===== src/rtl/hpc_regs.vh =====
// register map, field positions and reset values for the host port control block
`ifndef HPC_REGS_VH
`define HPC_REGS_VH
`define HPC_ADDR_CTRL1     5'h00
`define HPC_ADDR_CTRL2     5'h01
`define HPC_ADDR_SCRATCH   5'h02
`define HPC_ADDR_STATUS    5'h03
`define HPC_ADDR_CFGDATA   5'h04
`define HPC_CTRL2_CFG_IRQ  0
`define HPC_CTRL2_ERR_IRQ  1
`define HPC_CTRL2_USR_IRQ  2
`define HPC_CTRL2_CHAIN    3
`define HPC_CTRL2_HOLD     4
`define HPC_CTRL2_USER     5
`define HPC_CTRL2_MASK     8'h3F
`define HPC_CTRL2_RESET    8'h00
`define HPC_SCRATCH_RESET  8'h00
`define HPC_STAT_READY     1
`define HPC_STAT_PENDING   2
`define HPC_STAT_ERR_LO    3
`define HPC_STAT_INIT      6
`define HPC_STAT_DONE      7
`define HPC_SER_BITS       4'h8
`endif


===== src/rtl/hpc_serializer.v =====
// serializer that shifts configuration bytes out on the daisy chain
`timescale 1ns/1ps
`default_nettype none
`include "hpc_regs.vh"
module hpc_serializer
(
   // clock and reset
   input  wire       clock,
   input  wire       reset_n,
   // byte in
   input  wire       load,
   input  wire [7:0] byte_in,
   // serial out
   output reg        busy_reg,
   output reg        chain_data_reg
);
   reg [7:0] shift_reg;
   reg [3:0] count_reg;

   always @(posedge clock)
   begin
      if (!reset_n)
      begin
         shift_reg      <= 8'h00;
         count_reg      <= 4'h0;
         busy_reg       <= 1'b0;
         chain_data_reg <= 1'b0;
      end
      else if (load && !busy_reg)
      begin
         shift_reg <= byte_in;
         count_reg <= `HPC_SER_BITS;
         busy_reg  <= 1'b1;
      end
      else if (busy_reg)
      begin
         // msb first
         chain_data_reg <= shift_reg[7];
         shift_reg      <= {shift_reg[6:0], 1'b0};
         count_reg      <= count_reg - 4'h1;
         if (count_reg == 4'h1)
            busy_reg <= 1'b0;
      end
   end
endmodule
`default_nettype wire


===== src/rtl/hpc_host_port.v =====
// host port control register two, scratchpad, status and interrupt logic
`timescale 1ns/1ps
`default_nettype none
`include "hpc_regs.vh"
module hpc_host_port
(
   // clock and reset
   input  wire       clock,
   input  wire       reset_n,
   // host register port
   input  wire [4:0] addr,
   input  wire       rd_strobe,
   input  wire       wr_strobe,
   input  wire [7:0] wr_data,
   output reg  [7:0] rd_data_reg,
   output reg        ack_reg,
   // configuration engine
   input  wire       config_mode,
   input  wire       data_request,
   input  wire [1:0] stream_error,
   input  wire       stream_user_enable,
   input  wire       done_pin,
   input  wire       init_pin,
   // user logic
   input  wire       user_request_n,
   // outputs
   output reg        irq_n_reg,
   output reg        user_mode_reg,
   output reg        chain_data_reg,
   output reg        chain_active_reg
);
   // ------------------------------------------------------------
   // acknowledge states
   // ------------------------------------------------------------
   localparam [1:0] ACK_IDLE = 2'b01;
   localparam [1:0] ACK_HOLD = 2'b10;

   // ------------------------------------------------------------
   // helper functions
   // ------------------------------------------------------------
   // strobe qualified by one register address
   function addr_hit;
      input       strobe;
      input [4:0] a;
      input [4:0] target;
      begin
         addr_hit = strobe && (a == target);
      end
   endfunction

   // interrupt source gated by its enable and its mode condition
   function source_on;
      input enable;
      input gate;
      input level;
      begin
         source_on = enable && gate && level;
      end
   endfunction

   // status byte assembled from its live fields; writes never reach it
   function [7:0] status_byte;
      input       ready;
      input       pending;
      input [1:0] error;
      input       init_level;
      input       done_level;
      begin
         status_byte                     = 8'h00;
         status_byte[`HPC_STAT_READY]    = ready;
         status_byte[`HPC_STAT_PENDING]  = pending;
         status_byte[`HPC_STAT_ERR_LO]   = error[0];
         status_byte[`HPC_STAT_ERR_LO+1] = error[1];
         status_byte[`HPC_STAT_INIT]     = init_level;
         status_byte[`HPC_STAT_DONE]     = done_level;
      end
   endfunction

   // read data for one register address; unmapped addresses read zero
   function [7:0] read_word;
      input [4:0] a;
      input [7:0] ctrl2;
      input [7:0] scratch;
      input [7:0] status;
      begin
         case (a)
            `HPC_ADDR_CTRL2:   read_word = ctrl2;
            `HPC_ADDR_SCRATCH: read_word = scratch;
            `HPC_ADDR_STATUS:  read_word = status;
            default:           read_word = 8'h00;
         endcase
      end
   endfunction

   // ------------------------------------------------------------
   // synchronisers for pins
   // ------------------------------------------------------------
   reg [1:0] usr_meta_reg;
   reg [1:0] done_meta_reg;
   reg [1:0] init_meta_reg;
   always @(posedge clock)
   begin
      if (!reset_n)
      begin
         usr_meta_reg  <= 2'b11;
         done_meta_reg <= 2'b00;
         init_meta_reg <= 2'b00;
      end
      else
      begin
         usr_meta_reg  <= {usr_meta_reg[0], user_request_n};
         done_meta_reg <= {done_meta_reg[0], done_pin};
         init_meta_reg <= {init_meta_reg[0], init_pin};
      end
   end
   wire usr_req   = ~usr_meta_reg[1];
   wire done_sync = done_meta_reg[1];
   wire init_sync = init_meta_reg[1];

   // ------------------------------------------------------------
   // registers
   // ------------------------------------------------------------
   reg  [7:0] ctrl2_reg;
   reg  [7:0] scratch_reg;
   reg        pending_reg;
   reg        done_seen_reg;
   reg  [1:0] ack_state_reg;
   reg  [1:0] ack_state_next;
   reg        ack_next;
   reg        ser_busy_d_reg;
   wire       ser_busy;
   wire       ser_data;
   wire       ser_load;

   wire wr_ctrl2   = addr_hit(wr_strobe, addr, `HPC_ADDR_CTRL2);
   wire wr_scratch = addr_hit(wr_strobe, addr, `HPC_ADDR_SCRATCH);
   wire rd_status  = addr_hit(rd_strobe, addr, `HPC_ADDR_STATUS);
   wire wr_cfg     = addr_hit(wr_strobe, addr, `HPC_ADDR_CFGDATA);

   wire cfg_irq_en = ctrl2_reg[`HPC_CTRL2_CFG_IRQ];
   wire err_irq_en = ctrl2_reg[`HPC_CTRL2_ERR_IRQ];
   wire usr_irq_en = ctrl2_reg[`HPC_CTRL2_USR_IRQ];
   wire chain_en   = ctrl2_reg[`HPC_CTRL2_CHAIN];
   wire hold_en    = ctrl2_reg[`HPC_CTRL2_HOLD];

   // ------------------------------------------------------------
   // interrupt sources
   // ------------------------------------------------------------
   wire src_cfg = source_on(cfg_irq_en, config_mode && chain_en, data_request);
   wire src_err = source_on(err_irq_en, config_mode, stream_error != 2'b00);
   wire src_usr = source_on(usr_irq_en, 1'b1, usr_req);
   wire any_src = src_cfg || src_err || src_usr;

   assign ser_load = wr_cfg && chain_en && config_mode;

   hpc_serializer u_ser
   (
      .clock          (clock),
      .reset_n        (reset_n),
      .load           (ser_load),
      .byte_in        (wr_data),
      .busy_reg       (ser_busy),
      .chain_data_reg (ser_data)
   );

   // ------------------------------------------------------------
   // control two and scratchpad
   // ------------------------------------------------------------
   always @(posedge clock)
   begin
      if (!reset_n)
      begin
         ctrl2_reg   <= `HPC_CTRL2_RESET;
         scratch_reg <= `HPC_SCRATCH_RESET;
      end
      else
      begin
         if (wr_ctrl2)
            ctrl2_reg <= wr_data & `HPC_CTRL2_MASK;
         if (wr_scratch)
            scratch_reg <= wr_data;
      end
   end

   // ------------------------------------------------------------
   // pending flag and interrupt output
   // ------------------------------------------------------------
   always @(posedge clock)
   begin
      if (!reset_n)
      begin
         pending_reg <= 1'b0;
         irq_n_reg   <= 1'b1;
      end
      else
      begin
         // set wins over the read clear
         if (any_src)
            pending_reg <= 1'b1;
         else if (rd_status)
            pending_reg <= 1'b0;
         irq_n_reg <= ~any_src;
      end
   end

   // ------------------------------------------------------------
   // user mode, latched at the rising edge of done
   // ------------------------------------------------------------
   always @(posedge clock)
   begin
      if (!reset_n)
      begin
         done_seen_reg <= 1'b0;
         user_mode_reg <= 1'b0;
      end
      else
      begin
         done_seen_reg <= done_sync;
         if (done_sync && !done_seen_reg)
            user_mode_reg <= ctrl2_reg[`HPC_CTRL2_USER] || stream_user_enable;
         else if (!done_sync)
            user_mode_reg <= 1'b0;
      end
   end

   // ------------------------------------------------------------
   // chain outputs, active delayed to line up with the data bits
   // ------------------------------------------------------------
   always @(posedge clock)
   begin
      if (!reset_n)
      begin
         ser_busy_d_reg   <= 1'b0;
         chain_data_reg   <= 1'b0;
         chain_active_reg <= 1'b0;
      end
      else
      begin
         ser_busy_d_reg   <= ser_busy;
         chain_data_reg   <= ser_data;
         chain_active_reg <= ser_busy_d_reg;
      end
   end

   // ------------------------------------------------------------
   // acknowledge state machine
   // ------------------------------------------------------------
   // a held configuration write parks here until the serializer drains
   always @*
   begin
      ack_state_next = ack_state_reg;
      ack_next       = 1'b0;
      case (ack_state_reg)
         ACK_IDLE:
         begin
            if (ser_load && hold_en)
            begin
               ack_state_next = ACK_HOLD;
               ack_next       = 1'b0;
            end
            else
               ack_next = wr_strobe || rd_strobe;
         end
         ACK_HOLD:
         begin
            if (!ser_busy)
            begin
               ack_state_next = ACK_IDLE;
               ack_next       = 1'b1;
            end
         end
         default:
         begin
            ack_state_next = ACK_IDLE;
            ack_next       = 1'b0;
         end
      endcase
   end

   always @(posedge clock)
   begin
      if (!reset_n)
      begin
         ack_state_reg <= ACK_IDLE;
         ack_reg       <= 1'b0;
      end
      else
      begin
         ack_state_reg <= ack_state_next;
         ack_reg       <= ack_next;
      end
   end

   // ------------------------------------------------------------
   // read mux; status writes have no effect
   // ------------------------------------------------------------
   reg [7:0] status_val;
   always @*
   begin
      status_val = status_byte(data_request, pending_reg, stream_error,
                               init_sync, done_sync);
   end

   always @(posedge clock)
   begin
      if (!reset_n)
         rd_data_reg <= 8'h00;
      else if (rd_strobe)
         rd_data_reg <= read_word(addr, ctrl2_reg, scratch_reg, status_val);
   end
endmodule
`default_nettype wire


===== config.mk =====
export PLATFORM = sky130hd
export DESIGN_NAME = hpc_host_port
export DESIGN_NICKNAME = d
export VERILOG_FILES = /design/src/rtl/hpc_serializer.v /design/src/rtl/hpc_host_port.v
export VERILOG_INCLUDE_DIRS = /design/src /design/src/rtl
export SDC_FILE = /design/constraint.sdc
export NUM_CORES = 1
export LEC_CHECK = 0
export BUFFER_PORTS_ARGS = -buffer_cell sky130_fd_sc_hd__buf_4
export CORE_MARGIN = 5
export CORE_UTILIZATION = 46
export CTS_CLUSTER_SIZE = 28
export DETAILED_ROUTE_END_ITERATION = 7
export HOLD_SLACK_MARGIN = 0.03
export PLACE_DENSITY = 0.67
export SYNTH_ARGS = -nofsm -noshare
export SYNTH_HDL_FRONTEND = slang
export SYNTH_HIERARCHICAL = 1
export SYNTH_SLANG_ARGS = --single-unit

===== constraint.sdc =====
create_clock -name clock -period 1.7 [get_ports clock]
set_input_delay 0.085 -clock clock [delete_from_list [all_inputs] [get_ports clock]]
set_output_delay 0.085 -clock clock [all_outputs]
set_load 0.03 [all_outputs]

==> impl_metrics.py, run 1 <==
metrics = {
    "timing": {
        "grt_setup_unrepaired": "no",
        "final-hold-violation-count": 0,
        "period_needed_ns": 1.40,
        "finalCritPeriodShare_pct": 82.4,
        "finClkSkew_ns": 0.00656,
        "drv_slew": 0,
        "slew_headroom_pct": 71.9,
        "fin_tns_setup_ns": 0,
        "tightest_slew_ns": 0.421,
        "max_freq_ghz": 0.714,
        "setup_viol": 0,
    },
    "route": {
        "ant_nets": 0,
        "drc": 0,
        "firstDrtPassIters": 4,
        "drtIter0Drc": 89,
        "wl_per_cell_um": 13.8,
        "vias": 1818,
        "viasPerCell": 5.19,
        "wl_um": 4830,
    },
    "setup_path": {
        "critical_path_peak_fanout": 12,
        "startpoint_type": "register",
        "slowest_stage": "dfxtp_1",
        "r2r_start": "ctrl2_reg[3]",
        "timing.rr.end": "u_ser/shift_reg[7]",
        "cp.arrival_ns": 1.60,
        "endpoint_kind": "register",
        "path_class": "register to register",
        "critPathTopFamily": "simple AND/OR/NAND/NOR gates",
        "crit_start": "ctrl2_reg[3]",
        "critPathMaxStageDelay_ns": 0.36,
        "cp.required_ns": 1.90,
        "crit_top_cell": "and2_1",
        "ff2ff_setup_slack_ns": 0.30,
        "rr_worst_depth": 6,
        "crit_chain": "and2_1 > and3_1 > buf_12 > mux2i_1 > o21ai_0 > and2_1",
        "critical_path_buf_inv_count": 1,
    },
    "finish": {
        "drive_above_1_share_pct": 21.9,
        "finalNetCount": 311,
        "regArea_um2": 1040,
        "final_common_cell": "dfxtp_1",
        "diodes": 0,
        "utilization_pct": 58.0,
        "nFillCells": 454,
        "multi_input_area_um2": 1130,
        "final_cell_mix": "dfxtp_1 (52), buf_4 (41), a21oi_1 (18)",
        "area_growth_pct": 21.3,
    },
    "die": {
        "num_rows": 25,
        "fp.coreArea_um2": 4790,
        "initial_utilization_pct": 47.8,
        "chipWidth_um": 80.5,
        "die_y_um": 80.5,
        "dieArea_um2": 6490,
        "ioPinCount": 38,
    },
    "pwr": {
        "powerDensity_nw_per_um2": 831,
        "seqPwrFrac_pct": 53.5,
        "leakage_uw": 0.00108,
        "swShare_pct": 20.8,
        "peakVddDrop_v": 0.000596,
        "p_switching_uw": 480,
        "power_frac_comb_pct": 7.3,
        "p_int_uw": 1830,
        "power_frac_clock_pct": 39.2,
    },
    "synthesis": {
        "syn_nets": 272,
        "syn-cell-area_um2": 2290,
        "yosys_warnings": 6,
        "synthCells": 243,
        "ys_types": 43,
        "synth-seq-cells": 52,
        "avgSynthCellArea_um2": 9.42,
        "seq_area_frac_synth_pct": 45.5,
    },
    "place": {
        "gp_congestion": 0.785,
        "hpwl_um": 3520,
        "port-buffer-count": 37,
    },
    "clocking": {
        "clk_pin_slew_ns": 0.09,
        "cts_sinks": 52,
        "cts_tree": "built",
        "cts-htree-levels": 2,
        "clk_latency_ns": 0.30,
        "numCtsBuffers": 5,
        "clock-root-buffer": "clkbuf_8",
        "clockBufferDepth": 2,
    },
    "job": {
        "drv_cap": 0,
    },
    "worst_hold_path": {
        "min_from": "wr_data[2]",
        "hp-class": "primary input to register",
        "whs_path_depth": 3,
        "min_to": "ctrl2_reg[2]",
    },
    "grt": {
        "track_usage_pct": 15.5,
        "grt_max_degree": 33,
        "grt_remaining_overflow": 0,
        "antenna_found_initial": 0,
        "grt_pass1_vias": 1698,
        "grt_pass1_wl_um": 7850,
    },
    "status": {
        "outcome": "finished, final reports clean",
    },
}
[cells in the mapped netlist]
master    number  area, µm²
a31oi_1        1       6.26
clkinv_1       1       3.75
nand4_1        2       12.5
a21oi_1       18       90.1
buf_6          2       22.5
a32oi_1        2       17.5
o311a_1        1       10.0
dfxtp_1       52       1040
or4b_4         1       13.8
nand3_1       17       85.1
nor3b_1        3       22.5
buf_1          1       3.75
mux2_2         6       67.6
buf_2          6       30.0
a22oi_1        4       30.0
o21a_1         3       22.5
ha_1           4       50.1
buf_4          1       7.51
and2_1        16        100
xor2_1         1       8.76
a21o_1         3       22.5
o21ai_2        1       8.76
nor3_1         2       10.0
o21ai_0       13       65.1
and4bb_2       1       12.5
nor2_1         5       18.8
nor4bb_1       1       10.0
nor3_2         1       10.0
mux2i_1       10        100
nand2b_1       6       37.5
nand2_1       15       56.3
nor4b_4        2       47.6
o31ai_1        1       7.51
nor2b_1        7       43.8
inv_1          6       22.5
clkbuf_1       3       11.3
buf_8          1       15.0
o21ai_1       14       70.1
xnor2_1        1       8.76
and3_1         1       6.26
o211ai_1       2       15.0
nor4b_1        1       8.76
and3b_1        4       35.0
[worst register-to-register path, stage by stage, from the launching register on]
cell and delay [ns]:
dfxtp_1 0.36, and2_1 0.16, and3_1 0.20, buf_12 0.15, mux2i_1 0.19, o21ai_0 0.08
and2_1 0.16
[layer usage]
metal | vias to the layer above | track usage, % | wire length, µm
met4 | 0 | 4.56 | 46
li1 | 931 | - | -
met2 | 35 | 25.7 | 2310
met1 | 846 | 20.1 | 2220
met3 | 6 | 3.36 | 248
met5 | - | 0 | 0
[power groups by stage]
stage               Sequential (µW)  Clock (µW)  Combinational (µW)
floorplan                      1270           0                74.1
global placement               1260           0                 160
detailed placement             1260           0                 162
CTS                            1230         923                 170
global route                   1240         974                 184
finish                         1230         906                 169
[stage by stage]
| stage | std cells | worst slack [ns] | area (µm²) | hold WS (ns) | total power [µW] |
|---|---|---|---|---|---|
| final | 350 | 0.299 | 2780 | 0.0570 | 2310 |
| after global routing | 350 | 0.199 | 2780 | 0.0542 | 2390 |
| after CTS | 350 | 0.303 | 2780 | 0.0515 | 2330 |
| after detailed placement | 338 | 0.242 | 2610 | 0.280 | 1420 |
| after global placement | 338 | 0.272 | 2610 | 0.272 | 1420 |
| after floorplan | 243 | 0.303 | 2290 | 0.186 | 1340 |
[logic make-up after synthesis]
group | synth area share, %
buffers and inverters | 5.08
XOR/XNOR | 0.766
flip-flops | 45.5
multiplexers | 7.33
adder cells (fa/ha/maj) | 2.19
AND/OR/NAND/NOR | 23.2
AO/OA/AOI/OAI | 16.0
[worst max path at each step]
| stage | slack (ns) | depth (start not counted) | end |
|---|---|---|---|
| 3_5_place_dp | 0.24 | 7 | u_ser/shift_reg[7] |
| 2_1_floorplan | 0.30 | 7 | u_ser/shift_reg[6] |
| 5_1_grt | 0.20 | 6 | u_ser/shift_reg[3] |
| 6_report | 0.30 | 6 | u_ser/shift_reg[7] |
| 3_3_place_gp | 0.27 | 7 | u_ser/shift_reg[1] |
| 4_1_cts | 0.30 | 6 | u_ser/shift_reg[7] |
[area by class of cell]
class	count	share of cell area, %
clock buffers	7	3.47
well taps	67	3.02
clock inverters	1	1.08
flip-flops and latches	52	37.5
multi-input cells	170	40.7
repair buffers	46	13.2
inverters	7	0.946
[what timing repair did]
action                                 4_1_cts  5_1_grt
endpoints found under the hold margin        4        0
setup buffers                                0        0
gates resized for setup                      0        0
hold buffers                                 4        0
Power figures use the tool's default switching activity.
==> run 2, diff against run 1 <==
PLACE_DENSITY = 0.7   (was 0.67)
clock period = 1.2 ns   (was 1.7 ns; I/O delays follow)
==> impl_metrics.py, run 2 (same netlist as run 1, synthesis figures left out) <==
metrics = {
    "timing": {
        "drv_slew": 0,
        "setup_viol": 7,
        "grt_setup_unrepaired": "yes",
        "tightest_slew_ns": 0.330,
        "finalCritPeriodShare_pct": 107,
        "slew_headroom_pct": 78.0,
        "hold_slack_ns": 0.0318,
        "max_freq_ghz": 0.777,
        "period_needed_ns": 1.29,
        "final-hold-violation-count": 0,
        "setup_slack_ns": -0.0867,
        "finClkSkew_ns": 0.00741,
    },
    "clocking": {
        "numCtsBuffers": 5,
        "cts_sinks": 52,
        "clockBufferDepth": 2,
        "clk_latency_ns": 0.31,
        "cts-htree-levels": 2,
        "clock-root-buffer": "clkbuf_8",
        "clk_pin_slew_ns": 0.09,
        "cts_tree": "built",
    },
    "place": {
        "port-buffer-count": 37,
        "gp_congestion": 0.813,
        "dp_cells": 348,
        "dp_slack_ns": -0.132,
        "hpwl_um": 3660,
    },
    "status": {
        "violations": "negative setup slack",
        "outcome": "finished with violations",
    },
    "finish": {
        "final_cell_mix": "dfxtp_1 (50), buf_4 (49), a21oi_1 (18)",
        "diodes": 0,
        "utilization_pct": 62.4,
        "nFillCells": 429,
        "final_cells": 369,
        "drive_above_1_share_pct": 28.1,
        "finalNetCount": 330,
        "final_common_cell": "dfxtp_1",
        "area_growth_pct": 30.5,
    },
    "setup_path": {
        "slowest_stage": "dfxtp_2",
        "crit_chain": "and2_4 > and3_4 > mux2i_1 > o21ai_1 > and2_1",
        "ff2ff_setup_slack_ns": -0.09,
        "critical_path_peak_fanout": 5,
        "cp.arrival_ns": 1.49,
        "endpoint_kind": "register",
        "path_class": "register to register",
        "critPathMaxStageDelay_ns": 0.33,
        "startpoint_type": "register",
        "cp.required_ns": 1.41,
    },
    "die": {
        "fp.coreArea_um2": 4790,
        "num_rows": 25,
        "ioPinCount": 38,
        "chipWidth_um": 80.5,
        "die_y_um": 80.5,
        "dieArea_um2": 6490,
        "initial_utilization_pct": 47.8,
    },
    "pwr": {
        "p_switching_uw": 730,
        "swShare_pct": 22.6,
        "seqPwrFrac_pct": 54.0,
        "power_frac_comb_pct": 8.9,
        "power_uw": 3230,
        "power_frac_clock_pct": 37.1,
        "leakage_uw": 0.00117,
        "powerDensity_nw_per_um2": 1080,
        "peakVddDrop_v": 0.000766,
        "p_int_uw": 2500,
    },
    "route": {
        "drtIter0Drc": 90,
        "wl_per_cell_um": 14.5,
        "viasPerCell": 5.24,
        "wl_um": 5350,
        "ant_nets": 0,
        "vias": 1932,
        "firstDrtPassIters": 4,
        "drc": 0,
    },
    "grt": {
        "track_usage_pct": 17.9,
        "antenna_found_initial": 0,
        "grt_remaining_overflow": 0,
        "grt_pass1_vias": 1905,
        "grt_max_degree": 26,
        "grt_pass1_wl_um": 9050,
    },
    "worst_hold_path": {
        "hp-class": "primary input to register",
    },
    "job": {
        "drv_cap": 0,
    },
}
run 2: critical path, delay by kind of cell, from the launching register on:
family | cells | cell delay, ns
multiplexers | 1 | 0.24
flip-flops | 1 | 0.33
AO/OA/AOI/OAI | 1 | 0.07
AND/OR/NAND/NOR | 3 | 0.54
run 2: worst paths after layout:
check	start	endpoint	cells past startpoint
setup / recovery	ctrl2_reg[3]	u_ser/shift_reg[7]	5
hold / removal	wr_data[6]	scratch_reg[6]	3
setup reg to reg	ctrl2_reg[3]	u_ser/shift_reg[7]	5
hold reg to reg	usr_meta_reg[0]	usr_meta_reg[1]	1
run 2: area by class of cell:
cell class	count	area, µm²	share of cell area (%)
Multi-Input combinational cell	171	1180	39.5
Sequential cell	52	1040	34.9
Tap cell	67	83.8	2.81
Clock inverter	3	42.5	1.42
Inverter	7	26.3	0.880
Clock buffer	5	68.8	2.30
Timing Repair Buffer	64	542	18.1
run 2: timing repair:
action | 4_1_cts | 5_1_grt
pin swaps | 3 | 11
gates resized for setup | 3 | 10
hold endpoints to repair | 13 | 0
hold buffers | 10 | 0
cloned | 1 | 0
buffers inserted | 2 | 0
setup endpoints to repair | 10 | 13
run 2: metal layers:
| layer | vias up | track usage, % | share of wire [%] |
|---|---|---|---|
| met5 | - | 0 | 0 |
| li1 | 971 | - | - |
| met4 | 0 | 4.39 | 0.64 |
| met3 | 4 | 4.71 | 5.9 |
| met2 | 48 | 28.1 | 45 |
| met1 | 909 | 24.2 | 49 |
run 2: metrics by stage:
step	TNS, ns	area (µm²)
global placement	-0.739	2710
detailed placement	-1.07	2710
floorplan	-0.402	2310
finish	-0.358	2990
CTS	-0.273	2950
global route	-0.934	2990
run 2: power groups by stage:
stage	registers, µW	clock network (µW)	logic, µW
6_report	1750	1200	287
5_1_grt	1750	1310	310
4_1_cts	1750	1220	283
3_5_place_dp	1790	0	255
3_3_place_gp	1790	0	253
2_1_floorplan	1790	0	109
==> run 3, diff against run 2 <==
CELL_PAD_IN_SITES_DETAIL_PLACEMENT = 1   (was not set)
CELL_PAD_IN_SITES_GLOBAL_PLACEMENT = 2   (was not set)
CORE_UTILIZATION = 31   (was 46)
PLACE_DENSITY = not set   (was 0.7)
PLACE_DENSITY_LB_ADDON = 0.1   (was not set)
==> impl_metrics.py, run 3 (same netlist as run 1, synthesis figures left out) <==
metrics = {
    "status": {
        "outcome": "finished with violations",
        "violations": "negative setup slack",
    },
    "setup_path": {
        "cp.required_ns": 1.41,
        "cp.arrival_ns": 1.47,
        "endpoint_kind": "register",
        "slowest_stage": "dfxtp_2",
        "crit_start": "ctrl2_reg[3]",
        "critPathTopFamily": "simple AND/OR/NAND/NOR gates",
        "critical_path_peak_fanout": 6,
        "startpoint_type": "register",
        "ff2ff_setup_slack_ns": -0.06,
        "r2r_start": "ctrl2_reg[3]",
        "critPathMaxStageDelay_ns": 0.33,
        "path_class": "register to register",
        "critical_path_buf_inv_count": 0,
        "crit_chain": "and2_4 > and3_4 > mux2i_1 > o21ai_1 > and2_1",
    },
    "timing": {
        "finClkSkew_ns": 0.00662,
        "hold_slack_ns": 0.0468,
        "grt_setup_unrepaired": "yes",
        "slew_headroom_pct": 76.1,
        "tightest_slew_ns": 0.358,
        "setup_viol": 7,
        "finalCritPeriodShare_pct": 105,
        "setup_slack_ns": -0.0588,
        "max_freq_ghz": 0.794,
        "final-hold-violation-count": 0,
        "drv_slew": 0,
        "period_needed_ns": 1.26,
    },
    "pwr": {
        "seqPwrFrac_pct": 56.4,
        "leakage_uw": 0.00118,
        "swShare_pct": 24.0,
        "p_int_uw": 2360,
        "peakVddDrop_v": 0.000367,
        "p_switching_uw": 745,
        "powerDensity_nw_per_um2": 1020,
        "power_frac_comb_pct": 9.6,
        "power_uw": 3100,
        "power_frac_clock_pct": 34.0,
    },
    "clocking": {
        "clk_latency_ns": 0.31,
        "numCtsBuffers": 5,
        "cts_tree": "built",
        "cts_sinks": 52,
        "clock-root-buffer": "clkbuf_8",
        "clk_pin_slew_ns": 0.10,
        "cts-htree-levels": 2,
        "clockBufferDepth": 2,
    },
    "grt": {
        "grt_pass1_wl_um": 9990,
        "antenna_found_initial": 0,
        "grt_pass1_vias": 1946,
        "grt_max_degree": 22,
        "grt_remaining_overflow": 0,
        "track_usage_pct": 14.3,
    },
    "place": {
        "dp_slack_ns": -0.149,
        "dp_cells": 383,
        "gp_congestion": 0.721,
        "hpwl_um": 4330,
        "port-buffer-count": 37,
    },
    "finish": {
        "diodes": 0,
        "final_cells": 405,
        "final_common_cell": "buf_4",
        "final_cell_mix": "buf_4 (52), dfxtp_1 (50), a21oi_1 (18)",
        "drive_above_1_share_pct": 28.1,
        "area_growth_pct": 32.5,
        "finalNetCount": 334,
        "utilization_pct": 42.0,
    },
    "die": {
        "die_y_um": 95.9,
        "initial_utilization_pct": 31.7,
        "chipWidth_um": 95.9,
        "fp.coreArea_um2": 7210,
        "num_rows": 31,
        "ioPinCount": 38,
        "dieArea_um2": 9200,
    },
    "route": {
        "ant_nets": 0,
        "viasPerCell": 4.74,
        "drtIter0Drc": 73,
        "vias": 1921,
        "drc": 0,
        "firstDrtPassIters": 4,
        "wl_um": 6120,
        "wl_per_cell_um": 15.1,
    },
    "job": {
        "drv_cap": 0,
    },
    "worst_hold_path": {
        "min_from": "reset_n",
        "hp-class": "primary input to register",
    },
}
run 3: power groups by stage:
stage	sequential (µW)	clock (µW)	combinational, µW
global placement	1790	0	270
CTS	1750	1100	302
finish	1750	1050	299
floorplan	1790	0	109
detailed placement	1790	0	270
global route	1750	1170	326
run 3: metal layers:
metal	GRT usage [%]	wire (µm)	vias to the layer above	share of wire, %
met5	0	0	-	0
met4	3.91	70	0	1.1
li1	-	-	981	-
met3	2.58	235	7	3.8
met2	22.5	2720	31	44
met1	19.9	3090	902	51
run 3: metrics by stage:
stage / cell area (µm²) / setup TNS (ns)
2_1_floorplan: 2310 / -0.402
3_3_place_gp: 2760 / -1.22
3_5_place_dp: 2760 / -1.57
4_1_cts: 2990 / -0.408
5_1_grt: 3030 / -0.970
6_report: 3030 / -0.280
run 3: final timing paths:
path	endpoint	depth (start not counted)
worst max-delay path	u_ser/shift_reg[2]	5
worst min-delay path	irq_n_reg	2
worst max register to register	u_ser/shift_reg[2]	5
worst min register to register	usr_meta_reg[1]	1
run 3: worst register-to-register path, delay by kind of cell (launching register included):
family,cells,cell delay [ns]
AND/OR/NAND/NOR,3,0.55
flip-flops,1,0.33
multiplexers,1,0.21
AO/OA/AOI/OAI,1,0.08
run 3: final cells by class:
cell class	count	area (µm²)
fill	861	4180
multi-input combinational	171	1180
sequential	52	1040
timing repair buffer	68	564
tap	99	124
clock buffer	6	82.6
inverter	7	26.3
clock inverter	2	10.0
run 3: what timing repair did:
| action | CTS | global route |
|---|---|---|
| cloned | 1 | 0 |
| pin swaps | 13 | 7 |
| setup buffers | 1 | 0 |
| hold buffers | 12 | 0 |
| endpoints found under the hold margin | 16 | 0 |
| resized for setup | 3 | 9 |
| endpoints found under the setup margin | 9 | 12 |
